## src/hdl/pfc_defines.svh

```systemverilog
// Purpose: constants for the page format controller
// Assumes: 50 MHz core clock
// Notes: offsets, defaults and counts
`ifndef PFC_DEFINES_SVH
`define PFC_DEFINES_SVH
// Register offsets
`define PFC_REG_CTRL 4'h0
`define PFC_REG_RMARGIN 4'h1
`define PFC_REG_LMARGIN 4'h2
`define PFC_REG_PAGELEN 4'h3
`define PFC_REG_TOPMARG 4'h4
`define PFC_REG_TEXTLEN 4'h5
`define PFC_REG_STATUS 4'h6
`define PFC_REG_LINE 4'h7
// Control field positions
`define PFC_CTRL_PERF 0
`define PFC_CTRL_AUTO 1
`define PFC_CTRL_SIZE_LO 2
`define PFC_CTRL_SIZE_HI 3
// Defaults and limits
`define PFC_RMARGIN_RST 8'h50
`define PFC_LMARGIN_RST 8'h01
`define PFC_MAX_EXP 8'h28
`define PFC_MAX_NORM 8'h50
`define PFC_MAX_COMP 8'h84
`define PFC_PAGELEN_AUTO 8'h41
`define PFC_PAGELEN_ROLL 8'h48
`define PFC_TOPMARG_AUTO 8'h02
`define PFC_TOPMARG_PERF 8'h02
`define PFC_TEXTLEN_AUTO 8'h3c
`define PFC_TEXTLEN_MAX 8'h9b
// Paper travel limit after a form feed, in lines (12 in)
`define PFC_FF_LIMIT_LINES 8'h48
`endif

```

## src/hdl/pfc_pkg.sv

```systemverilog
// Purpose: types for the page format controller
// Assumes: nothing
// Notes: print sizes and feed states
package pfc_pkg;
	typedef enum logic [1:0]
	{
		PFC_SIZE_NORM = 2'b00,
		PFC_SIZE_EXP = 2'b01,
		PFC_SIZE_COMP = 2'b10
	} pfc_size_t;
	typedef enum logic [1:0]
	{
		PFC_IDLE = 2'b00,
		PFC_FORM = 2'b01,
		PFC_SKIP = 2'b10
	} pfc_state_t;
endpackage : pfc_pkg

```

## src/hdl/pfc_page_format.sv

```systemverilog
// Purpose: page layout control for a thermal printer
// Assumes: commands arrive decoded from the escape parser
// Notes: one paper step per line_done handshake
//
// Overview of operation
// - Right margin limited to 40, 80 or 132 by print size.
// - Right margin left of left margin is ignored, old value kept.
// - Right margin is a head position, default 80.
// - Perforated mode form feed advances until top-of-form hole seen.
// - Perforated mode stops advancing after 12 inches without hole.
// - Host toggles auto paging; enabled splits output into pages.
// - Auto paging off prints continuously except perforated or form feed.
// - Auto paging on, perforated off: tick mark at each new page.
// - Page length accepted only in 1 to 255.
// - Auto off on roll paper uses fixed 72 line page.
// - Auto paging on defaults page length to 65.
// - Skip top margin on form feed and on text length overflow.
// - Top margin accepted 0 to 255, default 2 with auto paging.
// - Auto off on roll paper forces top margin to zero.
// - Perforated mode applies a top margin of at least 2.
// - Text length accepted only in 1 to 155.
// - Auto paging on defaults text length to 60.
// - Text length unused while auto paging is off.
// - Commands change current settings only, not power-on store.
`timescale 1ns/10ps
`include "pfc_defines.svh"
module pfc_page_format
(
	input wire logic clk,
	input wire logic rst_n,
	input wire logic [3:0] reg_addr,
	input wire logic [7:0] reg_wdata,
	input wire logic reg_wr,
	input wire logic reg_rd,
	output logic [7:0] reg_rdata,
	input wire logic cfg_reset,
	input wire logic cmd_rmargin,
	input wire logic cmd_auto,
	input wire logic cmd_pagelen,
	input wire logic cmd_textlen,
	input wire logic [7:0] cmd_value,
	input wire logic line_feed,
	input wire logic form_feed,
	input wire logic char_print,
	input wire logic tof_sense,
	input wire logic line_done,
	output logic paper_step,
	output logic tick_mark,
	output logic form_timeout,
	output logic feed_busy
);
	import pfc_pkg::*;

	// ========================================================
	// Sensor synchroniser
	logic tof_s1_q;
	logic tof_s2_q;
	logic tof_s3_q;
	logic tof_q;
	always_ff @(posedge clk or negedge rst_n)
	begin
		if (!rst_n)
		begin
			tof_s1_q <= 1'b0;
			tof_s2_q <= 1'b0;
			tof_s3_q <= 1'b0;
			tof_q <= 1'b0;
		end
		else
		begin
			tof_s1_q <= tof_sense;
			tof_s2_q <= tof_s1_q;
			tof_s3_q <= tof_s2_q;
			if (tof_s2_q == tof_s3_q)
				tof_q <= tof_s3_q;
		end
	end

	// ========================================================
	// Current configuration
	logic perf_q;
	logic auto_q;
	pfc_size_t size_q;
	logic [7:0] rmargin_q;
	logic [7:0] lmargin_q;
	logic [7:0] pagelen_q;
	logic [7:0] topmarg_q;
	logic [7:0] textlen_q;
	logic wr_ctrl;
	logic [7:0] max_col;
	logic [7:0] rm_val;
	logic rm_req;
	logic [7:0] pl_val;
	logic pl_req;
	logic [7:0] tl_val;
	logic tl_req;
	logic tm_req;
	logic lm_req;
	logic auto_on;

	function automatic logic [7:0] size_max(input pfc_size_t s);
		unique case (s)
			PFC_SIZE_EXP: size_max = `PFC_MAX_EXP;
			PFC_SIZE_COMP: size_max = `PFC_MAX_COMP;
			default: size_max = `PFC_MAX_NORM;
		endcase
	endfunction : size_max

	// True when v lies within lo to hi, both ends included
	function automatic logic in_range
	(
		input logic [7:0] v,
		input logic [7:0] lo,
		input logic [7:0] hi
	);
		in_range = (v >= lo) && (v <= hi);
	endfunction : in_range

	assign wr_ctrl = reg_wr && (reg_addr == `PFC_REG_CTRL);
	assign max_col = size_max(size_q);
	assign rm_req = cmd_rmargin || (reg_wr && reg_addr == `PFC_REG_RMARGIN);
	assign rm_val = cmd_rmargin ? cmd_value : reg_wdata;
	assign pl_req = cmd_pagelen
		|| (reg_wr && reg_addr == `PFC_REG_PAGELEN);
	assign pl_val = cmd_pagelen ? cmd_value : reg_wdata;
	assign tl_req = cmd_textlen
		|| (reg_wr && reg_addr == `PFC_REG_TEXTLEN);
	assign tl_val = cmd_textlen ? cmd_value : reg_wdata;
	assign tm_req = reg_wr && (reg_addr == `PFC_REG_TOPMARG);
	assign lm_req = reg_wr && (reg_addr == `PFC_REG_LMARGIN);
	assign auto_on = cmd_auto && cmd_value[0] && !auto_q;

	always_ff @(posedge clk or negedge rst_n)
	begin
		if (!rst_n)
		begin
			perf_q <= 1'b1;
			auto_q <= 1'b0;
			size_q <= PFC_SIZE_NORM;
		end
		else if (cfg_reset)
		begin
			perf_q <= 1'b1;
			auto_q <= 1'b0;
			size_q <= PFC_SIZE_NORM;
		end
		else if (cmd_auto)
			auto_q <= cmd_value[0];
		else if (wr_ctrl)
		begin
			perf_q <= reg_wdata[`PFC_CTRL_PERF];
			auto_q <= reg_wdata[`PFC_CTRL_AUTO];
			if (reg_wdata[`PFC_CTRL_SIZE_HI:`PFC_CTRL_SIZE_LO] != 2'b11)
				size_q <= pfc_size_t'(
					reg_wdata[`PFC_CTRL_SIZE_HI:`PFC_CTRL_SIZE_LO]);
		end
	end

	// Settings only touch current registers; no power-on store here
	always_ff @(posedge clk or negedge rst_n)
	begin
		if (!rst_n)
		begin
			rmargin_q <= `PFC_RMARGIN_RST;
			lmargin_q <= `PFC_LMARGIN_RST;
		end
		else if (cfg_reset)
		begin
			rmargin_q <= `PFC_RMARGIN_RST;
			lmargin_q <= `PFC_LMARGIN_RST;
		end
		else
		begin
			if (rm_req && in_range(rm_val, 8'h01, max_col)
				&& rm_val >= lmargin_q)
				rmargin_q <= rm_val;
			if (lm_req && in_range(reg_wdata, 8'h01, max_col)
				&& reg_wdata <= rmargin_q)
				lmargin_q <= reg_wdata;
		end
	end

	always_ff @(posedge clk or negedge rst_n)
	begin
		if (!rst_n)
		begin
			pagelen_q <= `PFC_PAGELEN_AUTO;
			topmarg_q <= `PFC_TOPMARG_AUTO;
			textlen_q <= `PFC_TEXTLEN_AUTO;
		end
		else if (cfg_reset || auto_on)
		begin
			pagelen_q <= `PFC_PAGELEN_AUTO;
			topmarg_q <= `PFC_TOPMARG_AUTO;
			textlen_q <= `PFC_TEXTLEN_AUTO;
		end
		else
		begin
			if (pl_req && pl_val != 8'h00)
				pagelen_q <= pl_val;
			if (tm_req)
				topmarg_q <= reg_wdata;
			if (tl_req && in_range(tl_val, 8'h01, `PFC_TEXTLEN_MAX))
				textlen_q <= tl_val;
		end
	end

	// ========================================================
	// Effective page geometry
	logic [7:0] eff_page;
	logic [7:0] eff_top;
	always_comb
	begin
		eff_page = pagelen_q;
		eff_top = topmarg_q;
		if (!auto_q && !perf_q)
		begin
			eff_page = `PFC_PAGELEN_ROLL;
			eff_top = 8'h00;
		end
		if (perf_q && eff_top < `PFC_TOPMARG_PERF)
			eff_top = `PFC_TOPMARG_PERF;
	end

	// ========================================================
	// Paper motion sequencer
	pfc_state_t state_q;
	logic [7:0] line_q;
	logic [7:0] text_q;
	logic [7:0] steps_q;
	logic [7:0] travel_q;
	logic timeout_q;
	logic tick_q;
	logic overflow;
	logic page_end;
	logic page_evt;
	logic skip_arm;
	logic step_live;

	// Text length only counts with auto paging on
	assign overflow = auto_q && char_print && text_q >= textlen_q;
	assign page_end = (auto_q || perf_q) && line_q >= eff_page - 8'h01;
	assign page_evt = form_feed || overflow || (line_feed && page_end);
	// Roll paper skips at once; perforated paper seeks the hole first
	assign skip_arm = (state_q == PFC_IDLE) && page_evt && !perf_q
		&& (form_feed || auto_q);
	assign paper_step = step_live && line_done;
	assign feed_busy = state_q != PFC_IDLE;
	assign tick_mark = tick_q;
	assign form_timeout = timeout_q;

	// Only acknowledge a line that really moves paper
	always_comb
	begin
		step_live = 1'b0;
		unique case (state_q)
			PFC_IDLE: step_live = 1'b0;
			PFC_FORM: step_live = 1'b1;
			PFC_SKIP: step_live = steps_q != 8'h00;
			default: step_live = 1'b0;
		endcase
	end

	always_ff @(posedge clk or negedge rst_n)
	begin
		if (!rst_n)
			tick_q <= 1'b0;
		else
			tick_q <= skip_arm && auto_q;
	end

	// Set when the hole search gives up; next feed clears it
	always_ff @(posedge clk or negedge rst_n)
	begin
		if (!rst_n)
			timeout_q <= 1'b0;
		else if (state_q == PFC_IDLE && page_evt)
			timeout_q <= 1'b0;
		else if (state_q == PFC_FORM && !tof_q
			&& travel_q >= `PFC_FF_LIMIT_LINES)
			timeout_q <= 1'b1;
	end

	always_ff @(posedge clk or negedge rst_n)
	begin
		if (!rst_n)
		begin
			state_q <= PFC_IDLE;
			line_q <= 8'h00;
			text_q <= 8'h00;
			steps_q <= 8'h00;
			travel_q <= 8'h00;
		end
		else
		begin
			unique case (state_q)
				PFC_IDLE:
				begin
					if (page_evt)
					begin
						travel_q <= 8'h00;
						if (perf_q)
							state_q <= PFC_FORM;
						else if (skip_arm)
						begin
							line_q <= 8'h00;
							text_q <= 8'h00;
							steps_q <= eff_top;
							state_q <= PFC_SKIP;
						end
						else
							line_q <= 8'h00;
					end
					else if (line_feed)
					begin
						line_q <= line_q + 8'h01;
						if (auto_q && line_q >= eff_top)
							text_q <= text_q + 8'h01;
					end
				end
				PFC_FORM:
				begin
					if (tof_q)
					begin
						line_q <= 8'h00;
						text_q <= 8'h00;
						steps_q <= eff_top;
						state_q <= PFC_SKIP;
					end
					else if (travel_q >= `PFC_FF_LIMIT_LINES)
						state_q <= PFC_IDLE;
					else if (line_done)
						travel_q <= travel_q + 8'h01;
				end
				PFC_SKIP:
				begin
					if (steps_q == 8'h00)
						state_q <= PFC_IDLE;
					else if (line_done)
					begin
						steps_q <= steps_q - 8'h01;
						line_q <= line_q + 8'h01;
					end
				end
				default: state_q <= PFC_IDLE;
			endcase
		end
	end

	// ========================================================
	// Register read port
	always_ff @(posedge clk or negedge rst_n)
	begin
		if (!rst_n)
			reg_rdata <= 8'h00;
		else if (reg_rd)
		begin
			unique case (reg_addr)
				`PFC_REG_CTRL: reg_rdata <= {4'h0, size_q, auto_q, perf_q};
				`PFC_REG_RMARGIN: reg_rdata <= rmargin_q;
				`PFC_REG_LMARGIN: reg_rdata <= lmargin_q;
				`PFC_REG_PAGELEN: reg_rdata <= eff_page;
				`PFC_REG_TOPMARG: reg_rdata <= eff_top;
				`PFC_REG_TEXTLEN: reg_rdata <= textlen_q;
				`PFC_REG_STATUS: reg_rdata <= {5'h00, timeout_q, state_q};
				`PFC_REG_LINE: reg_rdata <= line_q;
				default: reg_rdata <= 8'h00;
			endcase
		end
		else
			reg_rdata <= 8'h00;
	end
endmodule : pfc_page_format

```

## config.mk

```make
export PLATFORM = sky130hd
export DESIGN_NAME = pfc_page_format
export DESIGN_NICKNAME = d
export VERILOG_FILES = /design/src/hdl/pfc_pkg.sv /design/src/hdl/pfc_page_format.sv
export VERILOG_INCLUDE_DIRS = /design/src /design/src/hdl
export SDC_FILE = /design/constraint.sdc
export NUM_CORES = 1
export LEC_CHECK = 0
export BUFFER_PORTS_ARGS = -buffer_cell sky130_fd_sc_hd__buf_2
export CORE_ASPECT_RATIO = 0.75
export CORE_MARGIN = 4
export CORE_UTILIZATION = 25
export CTS_CLUSTER_DIAMETER = 50
export DETAILED_ROUTE_END_ITERATION = 12
export PLACE_DENSITY = 0.5
export SLEW_MARGIN = 5
export SYNTH_ARGS = -nofsm -noshare
export SYNTH_HDL_FRONTEND = slang
export SYNTH_SLANG_ARGS = --single-unit
```

## constraint.sdc

```tcl
create_clock -name clk -period 3.73 [get_ports clk]
set_clock_uncertainty 0.15 [all_clocks]
set_input_delay 0.746 -clock clk [delete_from_list [all_inputs] [get_ports clk]]
set_output_delay 0.746 -clock clk [all_outputs]
set_load 0.05 [all_outputs]
```

==> metrics.md <==
| Metric | Value |
|---|---|
| Initial antenna violation count | `0` |
| Hold_ws | `0.199 ns` |
| CP Capture Type | `flip-flop` |
| Launching element type of the critical path | `flip-flop` |
| Combinational share of power | `a little over two fifths` |
| Max-cap check violation count | `0` |
| Die span in y | `around 150 µm` |
| Worst EP arrival | `approximately 3.6 ns` |
| Worst Max-Slew Pin Slew | `around 0.68 ns` |
| Seq/Total Area, Yosys | `approximately a third` |
| Syn nets | `between 800 and 900` |
| Initial drt markers | `between 600 and 700` |
| Layout cells sized above 1 | `between 10% and 20%` |
| Period utilization | `between 90% and 100%` |
| Final wirelength | `around 22,000 µm` |
| Prevailing post-synth register cell | `dfrtp_1` |
| Vias in the first global route | `5,766` |
| Initial Util | `approximately a quarter` |
| Internal power | `about 0.0023 W` |
| Post-synth ARST share | `100%` |
| Setup Buffers After CTS | `0` |
| Synth Area per Inst | `8.60 µm²` |
| Detailed placement HPWL | `16,900 µm` |
| Hold Crit Depth | `0` |
| Fin crit period | `3.55 ns` |
| Status | `finished clean` |
| Area Growth Syn to Fin | `16.6%` |
| Yosys top cell area share | `30.0%` |
| Pleak | `3.43 nW` |
| Max_slew headroom | `54.8%` |
| Total grt overflow | `0` |
| DR pass1 iterations | `6` |
| Worst Path Max Fanout | `13` |
| F_max | `between 200 and 300 MHz` |
| Ant diodes | `0` |
| Area of the core | `between 20,000 and 30,000 µm²` |
| Horiz. Die Dim | `about 200 µm` |
| Max VDD drop | `roughly 0.3 mV` |
| DRC Markers | `0` |
| Clock Latency Late Sink | `~0.36 ns` |
| Setup TNS | `0 ns` |
| Final setup viols | `0` |
| Critical Setup Path Class | `flip-flop to flip-flop` |
| # clock sinks | `92` |
| YS warnings | `0` |
| I/O Pins | `between 40 and 50` |
| Global-route wire length before repair | `34,900 µm` |
| Pwr/cell area | `496 nW/µm²` |
| H-Tree Level Count | `3` |
| Filler cells | `about 2,800` |
| Via Count | `slightly above 6,000` |
| P_sw | `about 0.0016 W` |
| WL/cell | `18.8 µm` |
| Final hold violation count | `0` |
| Sw frac | `about two fifths` |
| Mean number of vias per cell | `~5.2` |
| Hold Path Class | `flip-flop to flip-flop` |
| Row count | `slightly above 50` |
| I/O Buffers | `45` |
| Seq cells post-synth | `around 90` |
| Sequential Power Share | `around a third` |
| Area occupied by multi-input gates | `~4200 µm²` |
| # placed instances | `1,174` |
| Largest net degree at the start of global routing | `50` |
| Final slew viol count | `0` |
| Cells after Synth | `785` |
| Cells taking the most area after synthesis | `dfrtp_1 30%, ha_1 12%, nand2_1 5.1%, dfstp_2 4.3%, a21oi_1 4.2%` |
| Final Wtd Congestion | `roughly 0.9` |
| Clock root buffer master | `clkbuf_16` |
| Num CTS Buffers | `9` |
| Max Buffers Root-to-Sink | `2` |
| Sequential cell area | `about 2300 µm²` |
| Clock transition at the registers of the reported paths | `roughly 0.080 ns` |
| Clk network pwr share | `between 20% and 30%` |
| Unrepaired setup endpoints after global routing | `false` |
| Worst R2R Path Depth | `13` |
| Antenna Nets Post-Route | `0` |
| EDFF count, synth | `0` |
| Distinct cells, synth | `just over 70` |
| Cell taking the most area after synthesis | `dfrtp_1` |
| TritonCTS clock tree | `built` |
| Post-Syn Area | `a little under 7000 µm²` |
| GRT Total Usage | `15.3%` |
| Final #Nets | `approximately 940` |
| Layout Cells excl Fill | `between 1,000 and 1,500` |
| Die area | `roughly 30,000 µm²` |
| CP required | `3.82 ns` |
## area by class of cell
cell class	count	area share (%)
clock buffer	10	3.04
clock inverter	6	0.874
inverter	44	2.10
multi-input combinational	615	52.8
sequential	92	29.4
tap	344	5.47
timing repair buffer	79	6.29
## synthesized netlist by cell type (10+ instances only)
master	instances
a211oi_1	13
a21oi_1	56
and3_1	14
clkbuf_1	22
dfrtp_1	81
dfstp_2	11
ha_1	63
inv_1	43
mux2_2	13
mux2i_1	26
nand2_1	92
nand2b_1	13
nand3_1	39
nor2_1	68
nor2b_1	10
nor3_1	22
o21ai_0	25
o21ai_1	15
## cells in the final DEF (no fill, tap or decap), types with 14 or more instances in the layout
master and count:
mux2i_1 26, nand3_1 38, o21ai_0 25, a21oi_1 54
nor3_1 20, nand2_1 92, and3_1 14, dfrtp_1 81
nor2_1 68, inv_1 43, buf_4 34, ha_1 63
o21ai_1 15, buf_2 44
## power by group through the flow
stage	Sequential [W]	Combinational (W)	Clock, W
global route	0.00126	0.00188	0.00105
CTS	0.00124	0.00166	0.00100
floorplan	0.00122	0.00111	0
finish	0.00124	0.00169	0.000981
global placement	0.00125	0.00166	0
detailed placement	0.00125	0.00165	0
## repair_timing
action	in CTS	in global routing
endpoints found under the setup margin	0	18
hold buffers	0	0
gates resized for setup	0	8
## logic make-up after synthesis
| kind of cell | Yosys count | share of synthesized area (%) |
|---|---|---|
| fa+ha+maj | 64 | 11.8 |
| simple gates | 301 | 21.4 |
| xor+xnor | 5 | 0.649 |
| buf+inv | 78 | 4.65 |
| compound gates | 206 | 21.1 |
| flops | 92 | 34.3 |
| mux | 39 | 6.02 |
## sequential cells by signal, summed over array words and instances (netlist names), 8 cells and up
name,cells
travel_q,8
text_q,8
topmarg_q,8
textlen_q,8
reg_rdata,8
lmargin_q,8
line_q,8
pagelen_q,8
rmargin_q,8
steps_q,8
## final timing paths
| path | slack, ns | startpoint | to |
|---|---|---|---|
| min in group asynchronous | 0.26 | rst_n | reg_rdata[2] |
| worst min register to register | 0.20 | tof_s1_q | tof_s2_q |
| max in group asynchronous | 2.40 | rst_n | textlen_q[3] |
| worst max register to register | 0.18 | pagelen_q[2] | steps_q[4] |
| worst min-delay path | 0.20 | tof_s1_q | tof_s2_q |
| worst max-delay path | 0.18 | pagelen_q[2] | steps_q[4] |
## stage by stage
step           cell area [µm²]  total power, W  util [%]  setup slack, ns
2_1_floorplan             6750         0.00232         -            0.248
3_3_place_gp              7530         0.00291      28.7            0.126
3_5_place_dp              7530         0.00291      28.7           0.0771
4_1_cts                   7840         0.00390      29.8           0.0411
5_1_grt                   7870         0.00419      29.9           0.0159
6_report                  7870         0.00391      29.9            0.180
## critical path, stage by stage, from the launching register on
cell and delay, ns:
dfrtp_1 0.39, or4_4 0.55, buf_4 0.16, o21a_1 0.15, o21ai_0 0.17, ha_1 0.27
a21oi_1 0.16, o21ai_0 0.11, a21oi_2 0.21, o21a_2 0.20, nor3_2 0.05, buf_4 0.18
a211o_1 0.27, a2111oi_1 0.39
## metal layers
metal  vias up  track usage, %  routed length [µm]
met3        15            3.71                1500
met2       178            20.5                8860
li1       3001               -                   -
met1      2955            24.8               11900
met5         -               0                   0
met4         0            2.06                 150
Note: power is estimated with default switching activity, not from simulation.
